**config.mk**
```make
export PLATFORM = sky130hd
export DESIGN_NAME = two_wire_smbus_controller
export DESIGN_NICKNAME = d
export VERILOG_FILES = /design/src/smbus_pkg.sv /design/src/two_wire_smbus_controller.sv
export VERILOG_INCLUDE_DIRS = /design/src
export SDC_FILE = /design/constraint.sdc
export NUM_CORES = 1
export LEC_CHECK = 0
export BUFFER_PORTS_ARGS = -buffer_cell sky130_fd_sc_hd__buf_2
export CORE_UTILIZATION = 30
export CTS_CLUSTER_DIAMETER = 30
export CTS_CLUSTER_SIZE = 12
export DETAILED_ROUTE_END_ITERATION = 12
export RECOVER_POWER = 100
export REMOVE_ABC_BUFFERS = 1
export SETUP_SLACK_MARGIN = 0.2
export SYNTH_ARGS = -nofsm -noshare
export SYNTH_HDL_FRONTEND = slang
export SYNTH_SLANG_ARGS = --single-unit
```
**constraint.sdc**
```tcl
create_clock -name clk_sys -period 1.8 [get_ports clk_sys]
set_input_delay 0.36 -clock clk_sys [delete_from_list [all_inputs] [get_ports clk_sys]]
set_output_delay 0.36 -clock clk_sys [all_outputs]
set_load 0.02 [all_outputs]
```
**src/smbus_map.svh**
```systemverilog
`ifndef SMBUS_MAP_SVH
`define SMBUS_MAP_SVH

// Register byte addresses on the APB bus.
`define CFG_ADDR        12'h000
`define CTL_ADDR        12'h004
`define DAT_ADDR        12'h008

// Configuration field positions.
`define CFG_ENABLE_BIT  7
`define CFG_INHIBIT_BIT 6
`define CFG_BUSY_BIT    5
`define CFG_TOE_BIT     3
`define CFG_FTE_BIT     2
`define CFG_CS_LSB      0

// Control and status field positions.
`define CTL_MASTER_BIT  7
`define CTL_TXMODE_BIT  6
`define CTL_START_BIT   5
`define CTL_STOP_BIT    4
`define CTL_ACKRQ_BIT   3
`define CTL_ARBLOST_BIT 2
`define CTL_ACK_BIT     1
`define CTL_EVENT_BIT   0

// Reset values.
`define CFG_RESET       8'h00
`define CTL_RESET       8'h00

// Bus-free timeout in selected clock source periods (more than this many).
`define FREE_PERIODS    4'hA
// Smallest system clocks per SCL phase so the bit rate stays at or below a tenth of the clock.
`define MIN_PHASE_CLKS  4'h5

`endif

```
**src/smbus_pkg.sv**
```systemverilog
`default_nettype none
package smbus_pkg;

  // Byte-engine states.
  typedef enum logic [2:0] {
    ST_IDLE,
    ST_START,
    ST_LOW,
    ST_HIGH,
    ST_WAIT,
    ST_STOP
  } engine_e;

  // Open-drain pin outputs: enable low means pulling the wire low.
  typedef struct packed {
    logic scl_oe_n;
    logic sda_oe_n;
  } pin_drive_s;

  // Bus conditions seen on the pins.
  typedef struct packed {
    logic start_seen;
    logic stop_seen;
    logic scl_rise;
    logic scl_fall;
  } bus_event_s;

endpackage : smbus_pkg
`default_nettype wire

```
**src/two_wire_smbus_controller.sv**
```systemverilog
`timescale 1ns/100ps
`default_nettype none
`include "smbus_map.svh"

module two_wire_smbus_controller
  import smbus_pkg::*;
(
  input  wire logic        clk_sys,       // System clock, 100 MHz.
  input  wire logic        reset,         // Synchronous reset, active high.
  input  wire logic        psel,          // APB select.
  input  wire logic        penable,       // APB access phase.
  input  wire logic        pwrite,        // APB direction.
  input  wire logic [11:0] paddr,         // APB byte address.
  input  wire logic [31:0] pwdata,        // APB write data.
  output logic      [31:0] prdata,        // APB read data.
  output logic             pready,        // APB ready.
  output logic             pslverr,       // APB error on unmapped address.
  input  wire logic [3:0]  timer_ovf,     // Overflow pulses of the four timers.
  input  wire logic        scl_i,         // SCL wire level.
  output logic             scl_o,         // SCL output value, always low.
  output logic             scl_oe_n,      // Low while pulling SCL low.
  input  wire logic        sda_i,         // SDA wire level.
  output logic             sda_o,         // SDA output value, always low.
  output logic             sda_oe_n,      // Low while pulling SDA low.
  output logic             timer_reload   // Holds the timeout timer in reload.
);

  logic [7:0]  bus_config_register;
  logic [7:0]  bus_control_status_register;
  logic [7:0]  bus_shift_data_register;
  logic [1:0]  scl_sync_reg;
  logic [1:0]  sda_sync_reg;
  logic        scl_prev_reg;
  logic        sda_prev_reg;
  logic        busy_reg;
  logic [3:0]  free_cnt_reg;
  logic [3:0]  phase_cnt_reg;
  logic [3:0]  bit_cnt_reg;
  logic        addr_phase_reg;
  logic        slave_active_reg;
  logic [6:0]  own_addr_reg;
  engine_e     state_reg;
  pin_drive_s  drive_reg;
  bus_event_s  ev;
  logic        scl_s;
  logic        sda_s;
  logic        tick;
  logic        apb_wr;
  logic        enabled;
  logic        master_mode;
  logic        tx_bit;
  logic        free_timeout;

  assign scl_s   = scl_sync_reg[1];
  assign sda_s   = sda_sync_reg[1];
  assign enabled = bus_config_register[`CFG_ENABLE_BIT];
  assign master_mode = bus_control_status_register[`CTL_MASTER_BIT];
  assign apb_wr  = psel & penable & pwrite;

  // Two flip-flops on each pin before any logic reads it.
  always_ff @(posedge clk_sys)
  begin
    if (reset)
    begin
      scl_sync_reg <= 2'h3;
      sda_sync_reg <= 2'h3;
      scl_prev_reg <= 1'b1;
      sda_prev_reg <= 1'b1;
    end
    else
    begin
      scl_sync_reg <= {scl_sync_reg[0], scl_i};
      sda_sync_reg <= {sda_sync_reg[0], sda_i};
      scl_prev_reg <= scl_s;
      sda_prev_reg <= sda_s;
    end
  end

  // Bus condition detection on the synchronised levels.
  always_comb
  begin
    ev.start_seen = scl_s & scl_prev_reg & sda_prev_reg & ~sda_s;
    ev.stop_seen  = scl_s & scl_prev_reg & ~sda_prev_reg & sda_s;
    ev.scl_rise   = scl_s & ~scl_prev_reg;
    ev.scl_fall   = ~scl_s & scl_prev_reg;
  end

  assign tick = timer_ovf[bus_config_register[`CFG_CS_LSB +: 2]];

  // Counts source periods with both lines high; expiry frees the bus.
  // free timeout count
  always_ff @(posedge clk_sys)
  begin
    if (reset || !scl_s || !sda_s || !busy_reg)
      free_cnt_reg <= 4'h0;
    else if (tick && free_cnt_reg <= `FREE_PERIODS)
      free_cnt_reg <= free_cnt_reg + 4'h1;
  end
  assign free_timeout = bus_config_register[`CFG_FTE_BIT] && busy_reg && tick &&
                        (free_cnt_reg == `FREE_PERIODS);

  // Busy flag follows START, and clears on STOP or free timeout.
  // busy tracking
  always_ff @(posedge clk_sys)
  begin
    if (reset || !enabled)
      busy_reg <= 1'b0;
    else if (ev.start_seen || state_reg == ST_START)
      busy_reg <= 1'b1;
    else if (ev.stop_seen || free_timeout)
      busy_reg <= 1'b0;
  end

  always_ff @(posedge clk_sys)
  begin
    if (reset)
      timer_reload <= 1'b1;
    else
      timer_reload <= !bus_config_register[`CFG_TOE_BIT] || scl_s;
  end

  // Configuration register; busy bit is read-only status.
  // configuration register
  always_ff @(posedge clk_sys)
  begin
    if (reset)
      bus_config_register <= `CFG_RESET;
    else if (apb_wr && paddr == `CFG_ADDR)
      bus_config_register <= {pwdata[7:6], 1'b0, pwdata[4:0]};
  end

  // Own slave address, taken from bits 15:9 of a config write.
  always_ff @(posedge clk_sys)
  begin
    if (reset)
      own_addr_reg <= 7'h00;
    else if (apb_wr && paddr == `CFG_ADDR)
      own_addr_reg <= pwdata[15:9];
  end

  // Bit to drive on SDA: shift data when transmitting, else acknowledge.
  always_comb
  begin
    if (bit_cnt_reg < 4'h8)
      tx_bit = bus_control_status_register[`CTL_TXMODE_BIT] ? bus_shift_data_register[7] : 1'b1;
    else
      tx_bit = bus_control_status_register[`CTL_TXMODE_BIT] ? 1'b1 : ~bus_control_status_register[`CTL_ACK_BIT];
  end

  // Byte engine: START, eight bits plus acknowledge, hand back to software, STOP.
  // master clocking
  always_ff @(posedge clk_sys)
  begin
    if (reset || !enabled)
    begin
      state_reg        <= ST_IDLE;
      drive_reg        <= '{scl_oe_n: 1'b1, sda_oe_n: 1'b1};
      phase_cnt_reg    <= 4'h0;
      bit_cnt_reg      <= 4'h0;
      addr_phase_reg   <= 1'b0;
      slave_active_reg <= 1'b0;
      bus_control_status_register <= `CTL_RESET;
      bus_shift_data_register     <= 8'h00;
    end
    else
    begin
      if (phase_cnt_reg != 4'h0)
        phase_cnt_reg <= phase_cnt_reg - 4'h1;
      // Software writes; an event set in the same cycle still wins below.
      if (apb_wr && paddr == `CTL_ADDR)
        bus_control_status_register <= {master_mode, pwdata[6:0]};
      if (apb_wr && paddr == `DAT_ADDR)
        bus_shift_data_register <= pwdata[7:0];
      if (free_timeout)
        bus_control_status_register[`CTL_STOP_BIT] <= 1'b1;
      // Slave wake-up on a START driven by another master.
      if (ev.start_seen && state_reg == ST_IDLE)
      begin
        state_reg        <= ST_LOW;
        bit_cnt_reg      <= 4'h0;
        addr_phase_reg   <= 1'b1;
        slave_active_reg <= 1'b1;
        bus_control_status_register[`CTL_TXMODE_BIT] <= 1'b0;
        bus_control_status_register[`CTL_ACK_BIT]    <= 1'b0;
      end
      // A STOP, or a free timeout standing in for one, returns a non-master engine to idle.
      if ((ev.stop_seen || free_timeout) && !master_mode)
      begin
        state_reg        <= ST_IDLE;
        slave_active_reg <= 1'b0;
        drive_reg        <= '{scl_oe_n: 1'b1, sda_oe_n: 1'b1};
        if (slave_active_reg || free_timeout)
          bus_control_status_register[`CTL_EVENT_BIT] <= 1'b1;
      end
      case (state_reg)
        ST_IDLE:
        begin
          if (bus_control_status_register[`CTL_START_BIT] && !busy_reg && !ev.start_seen)
          begin
            state_reg     <= ST_START;
            drive_reg.sda_oe_n <= 1'b0;
            phase_cnt_reg <= `MIN_PHASE_CLKS;
            bus_control_status_register[`CTL_MASTER_BIT] <= 1'b1;
            bus_control_status_register[`CTL_TXMODE_BIT] <= 1'b1;
          end
        end
        ST_START:
          if (phase_cnt_reg == 4'h0)
          begin
            drive_reg.scl_oe_n <= 1'b0;
            bus_control_status_register[`CTL_START_BIT] <= 1'b0;
            bus_control_status_register[`CTL_EVENT_BIT] <= 1'b1;
            // The next byte after our own START is the address byte.
            addr_phase_reg <= 1'b1;
            bit_cnt_reg   <= 4'h0;
            state_reg     <= ST_WAIT;
          end
        ST_LOW:
        begin
          // data change low
          // A master moves SDA mid-way through its low phase, clear of both clock edges.
          if (master_mode && phase_cnt_reg == 4'h2)
            drive_reg.sda_oe_n <= tx_bit;
          // A slave puts its bit out as soon as it sees the clock low.
          if (!scl_s && !master_mode)
          begin
            drive_reg.sda_oe_n <= tx_bit;
            state_reg          <= ST_HIGH;
          end
          else if (!scl_s && master_mode && phase_cnt_reg == 4'h0)
          begin
            drive_reg.scl_oe_n <= 1'b1;
            phase_cnt_reg      <= `MIN_PHASE_CLKS;
            state_reg          <= ST_HIGH;
          end
        end
        ST_HIGH:
        begin
          if (ev.scl_rise)
          begin
            phase_cnt_reg <= `MIN_PHASE_CLKS;
            if (master_mode && bit_cnt_reg < 4'h8 && bus_control_status_register[`CTL_TXMODE_BIT]
                && drive_reg.sda_oe_n && !sda_s)
            begin
              bus_control_status_register[`CTL_MASTER_BIT]  <= 1'b0;
              bus_control_status_register[`CTL_ARBLOST_BIT] <= 1'b1;
              bus_control_status_register[`CTL_TXMODE_BIT]  <= 1'b0;
              slave_active_reg   <= 1'b1;
              drive_reg.sda_oe_n <= 1'b1;
            end
            if (bit_cnt_reg < 4'h8)
              bus_shift_data_register <= {bus_shift_data_register[6:0], sda_s};
            else
              bus_control_status_register[`CTL_ACK_BIT] <= ~sda_s;
          end
          if ((master_mode && scl_s && phase_cnt_reg == 4'h1) || (!master_mode && ev.scl_fall))
          begin
            if (master_mode)
              drive_reg.scl_oe_n <= 1'b0;
            phase_cnt_reg <= `MIN_PHASE_CLKS;
            if (bit_cnt_reg == 4'h8)
            begin
              bit_cnt_reg <= 4'h0;
              if (addr_phase_reg && !master_mode)
              begin
                slave_active_reg <= !bus_config_register[`CFG_INHIBIT_BIT] &&
                                    bus_shift_data_register[7:1] == own_addr_reg;
                bus_control_status_register[`CTL_TXMODE_BIT] <= bus_shift_data_register[0];
              end
              else if (addr_phase_reg)
                bus_control_status_register[`CTL_TXMODE_BIT] <= ~bus_shift_data_register[0];
              addr_phase_reg <= 1'b0;
              bus_control_status_register[`CTL_EVENT_BIT] <= 1'b1;
              drive_reg.sda_oe_n <= 1'b1;
              if (!master_mode)
                drive_reg.scl_oe_n <= !slave_active_reg;
              state_reg <= ST_WAIT;
            end
            else
            begin
              bit_cnt_reg <= bit_cnt_reg + 4'h1;
              state_reg   <= ST_LOW;
            end
          end
        end
        ST_WAIT:
        begin
          if (apb_wr && paddr == `CTL_ADDR && !pwdata[`CTL_EVENT_BIT])
          begin
            if (master_mode && pwdata[`CTL_STOP_BIT])
            begin
              drive_reg.sda_oe_n <= 1'b0;
              state_reg <= ST_STOP;
            end
            else if (master_mode || slave_active_reg)
            begin
              drive_reg.scl_oe_n <= master_mode ? 1'b0 : 1'b1;
              state_reg <= ST_LOW;
            end
            else
              state_reg <= ST_IDLE;
            phase_cnt_reg <= `MIN_PHASE_CLKS;
          end
        end
        ST_STOP:
        begin
          if (phase_cnt_reg == 4'h0 && !drive_reg.scl_oe_n)
          begin
            drive_reg.scl_oe_n <= 1'b1;
            phase_cnt_reg      <= `MIN_PHASE_CLKS;
          end
          else if (phase_cnt_reg == 4'h0 && scl_s)
          begin
            drive_reg.sda_oe_n <= 1'b1;
            bus_control_status_register[`CTL_MASTER_BIT] <= 1'b0;
            bus_control_status_register[`CTL_STOP_BIT]   <= 1'b0;
            state_reg <= ST_IDLE;
          end
        end
        default:
          state_reg <= ST_IDLE;
      endcase
    end
  end

  // Pins are driven only low; the enables come straight from flip-flops.
  always_ff @(posedge clk_sys)
  begin
    if (reset)
    begin
      scl_oe_n <= 1'b1;
      sda_oe_n <= 1'b1;
      scl_o    <= 1'b0;
      sda_o    <= 1'b0;
    end
    else
    begin
      scl_oe_n <= drive_reg.scl_oe_n;
      sda_oe_n <= drive_reg.sda_oe_n;
      scl_o    <= 1'b0;
      sda_o    <= 1'b0;
    end
  end

  // APB slave: one-cycle access phase, error on unmapped address.
  always_ff @(posedge clk_sys)
  begin
    if (reset)
    begin
      prdata  <= 32'h0000_0000;
      pready  <= 1'b0;
      pslverr <= 1'b0;
    end
    else
    begin
      pready  <= psel && !penable;
      pslverr <= psel && !penable && !(paddr == `CFG_ADDR || paddr == `CTL_ADDR ||
                 paddr == `DAT_ADDR);
      case (paddr)
        `CFG_ADDR: prdata <= {16'h0000, own_addr_reg, 1'b0, bus_config_register[7:6], busy_reg,
                              bus_config_register[4:0]};
        `CTL_ADDR: prdata <= {24'h00_0000, bus_control_status_register};
        `DAT_ADDR: prdata <= {24'h00_0000, bus_shift_data_register};
        default:   prdata <= 32'h0000_0000;
      endcase
    end
  end

endmodule : two_wire_smbus_controller
`default_nettype wire

```
==> flow_summary_export.csv <==
group,metric,value,unit
placed_design,dpl.cell_count,747,
grt,grt_antenna_before_repair,0,
logic_synthesis,netlist_instances,471,
layout,layout_commonest_cell,"dfxtp_1",
layout,diodes,0,
power,p_per_area,675,nW/µm²
grt,grt_use_total,0.178,
timing,rsz0062_at_grt,"true",
drt,wl,12.1,mm
flow_run,drv_cap,0,
timing,period_share,0.997,
logic_synthesis,synth_edf_count,0,
logic_synthesis,synth.distinct_cells,69,
layout,layout_common_cells,"69 x dfxtp_1, 64 x buf_4, 43 x nor2_1, 43 x nand2_1, 37 x buf_2",
power,power,3.70,mW
grt,met1_usage,0.219,
floorplan,initial_utilization,0.313,
drt,dr.pass1.iters,4,
layout,final_cells,770,
layout,top_register,"prdata",
logic_synthesis,synth-main-ff-cell,"dfxtp_1",
floorplan,design.core.area,12800,µm²
placed_design,globalplace.congestion,0.924,
floorplan,pin_count,94,
worst_setup_path,cp.buffers_inverters,1,
worst_setup_path,worstPathCellList,"mux4_2, a31oi_4, buf_4, o21a_1, o221ai_1, a31oi_1",
worst_setup_path,r2r_cells,6,
worst_setup_path,crit_fanout,3,
worst_setup_path,worst_ep_required_time,2.07,ns
worst_setup_path,cp_slowest_cell,"mux4_2",
grt,grt_pass1_vias,3746,
timing,fin_ws,0.00620,ns
layout,nNetsFinal,657,
timing,setup_tns,0,ns
logic_synthesis,synth.avg_cell_area,8.52,µm²
worst_setup_path,worst_ep_arrival_time,2.06,ns
status,outcome,"complete, no violations",
grt,grt_max_degree,23,
timing,slew_headroom,0.318,
clock_network,cts_sinks,76,
layout,drive_above_1_share,0.343,
worst_setup_path,worstSetupStartpointType,"register",
power,peakVddDrop,0.461,mV
grt,use_met2,0.303,
worst_setup_path,critPathCaptureType,"register",
layout,area_growth,36.6,%
clock_network,cts_tree,"done",
drt,ant_nets,0,
timing,holdWs,0.204,ns
worst_setup_path,max_stage_delay,0.55,ns
grt,grt_pass1_wl,19.4,mm
drt,drc,0,
grt,globalRouteOverflowTotal,0,
grt,grt_use_met3,0.0368,
timing,hold_violations,0,
timing,finalSetupViolCount,0,
hold_path,holdPathStages,2,
floorplan,die-area,13800,µm²
timing,drv_slew,0,
hold_path,hold_path.class,"in2reg",
placed_design,numPortBuffers,57,
timing,worstMarginPinSlew,1.02,ns
worst_setup_path,cp.depth,6,
drt,wl_per_cell,15.7,µm
logic_synthesis,synth_seq_cells,76,
floorplan,die_width,118,µm
drt,drt_iter0_drc,146,
logic_synthesis,synth-seq-area-share,0.379,
floorplan,die_height,118,µm
placed_design,dp_hpwl,8.99,mm
clock_network,htree_levels,3,
worst_setup_path,critPathKind,"reg2reg",
timing,clock_skew,0.00559,ns
layout,top_regs,"prdata (15), bus_control_status_register (8), bus_shift_data_register (8)",
logic_synthesis,synthArstFlopShare,0,
layout,final_core_util,0.428,
floorplan,rows,41,
layout,design_area,5480,µm²
logic_synthesis,synth_warnings,0,
clock_network,cts_buffers,9,
worst_setup_path,cpLargestDelayFamily,"compound AO/OA/AOI/OAI gates",
clock_network,cts_max_path_buffers,2,
clock_network,clkTransAtPathRegs,0.06,ns
drt,via_per_inst,4.94,
layout,largest_reg_flops,15,
clock_network,clkLatencyLatePin,0.34,ns
placed_design,dpl_cell_area,4850,µm²
power,power.leakage,2.10,nW
grt,gr-max-usage-layer,"met2",
clock_network,root_buffer,"clkbuf_16",
drt,num_vias,3803,
placed_design,dp_slack,-0.187,ns
timing,period_needed,1.79,ns
logic_synthesis,synthesis.area,4020,µm²
timing,max_freq,557,MHz
==> logic make-up after synthesis <==
group           count (synthesis)  synth area share
xor+xnor                       13            0.0284
other cells                     1          0.000934
buf+inv                        60            0.0910
flops                          76             0.379
simple gates                  190             0.251
mux                            21            0.0555
fa+ha+maj                       8            0.0249
compound gates                102             0.170
==> power by group <==
| group | internal (mW) | total, mW | switching (mW) |
|---|---|---|---|
| logic | 0.0818 | 0.211 | 0.130 |
| clock network | 1.07 | 1.80 | 0.729 |
| registers | 1.69 | 1.69 | 0.00503 |
==> final cells by class <==
| class | count | area [µm²] |
|---|---|---|
| well taps | 172 | 215 |
| fillers | 1286 | 7340 |
| clock buffers | 9 | 225 |
| inverters | 13 | 53.8 |
| flip-flops and latches | 76 | 1540 |
| repair buffers | 141 | 931 |
| clock inverters | 6 | 66.3 |
| multi-input cells | 353 | 2460 |
==> synth_stat cells, types with 3 or more instances <==
library cell  instances  share of area
a21oi_1              35          0.044
nand2b_1              6         0.0093
a211oi_1             11          0.021
nand3b_1              4         0.0075
nor3b_1               3         0.0056
o221ai_1              3         0.0065
clkbuf_1             17          0.016
inv_1                12          0.011
xor2_1                8          0.017
buf_4                20          0.037
nor4_1                6         0.0093
nor3_1               12          0.015
nor2_1               52          0.049
nand3_1              11          0.014
dfxtp_1              76           0.38
or2_2                 9          0.014
o21a_1                5         0.0093
a31oi_1               7          0.011
ha_1                  8          0.025
o31ai_1               3         0.0056
clkbuf_8              4          0.014
a22oi_1               3         0.0056
xnor2_1               5          0.011
and3_1                3         0.0047
and2_1                8          0.012
nor2b_1               8          0.012
nand2_1              44          0.041
buf_6                 3         0.0084
nand4b_1              3         0.0065
or3_1                 4         0.0062
mux2i_1              20          0.050
o21ai_0              10          0.012
==> worst register-to-register path: stages (launching register included) <==
cell      delay (ns)
dfxtp_2         0.34
mux4_2          0.55
a31oi_4         0.27
buf_4           0.16
o21a_1          0.12
o221ai_1        0.13
a31oi_1         0.16
==> final timing paths <==
check | startpoint | to | slack [ns]
max reg2reg | bus_config_register[0]$_SDFFE_PP0P_ | state_reg[2]$_SDFF_PP0_ | 0.006
max | bus_config_register[0]$_SDFFE_PP0P_ | state_reg[2]$_SDFF_PP0_ | 0.006
min reg2reg | sda_sync_reg[0]$_SDFF_PP1_ | sda_sync_reg[1]$_SDFF_PP1_ | 0.41
min | scl_i | scl_sync_reg[0]$_SDFF_PP1_ | 0.20
==> metal layers <==
metal / vias to the layer above / routed length, µm / share of wire
met1: 1812 / 5360 / 0.44
met4: 0 / 230 / 0.019
met3: 17 / 523 / 0.043
met2: 101 / 6010 / 0.50
met5: - / 0 / 0
li1: 1873 / - / -
==> what timing repair did <==
action,in CTS,in global routing
resized for setup,38,57
setup buffers,2,6
endpoints found under the hold margin,0,0
hold buffers,0,0
pin swaps,15,17
setup endpoints to repair,31,49
No activity file was read; power rests on OpenSTA's default activity.
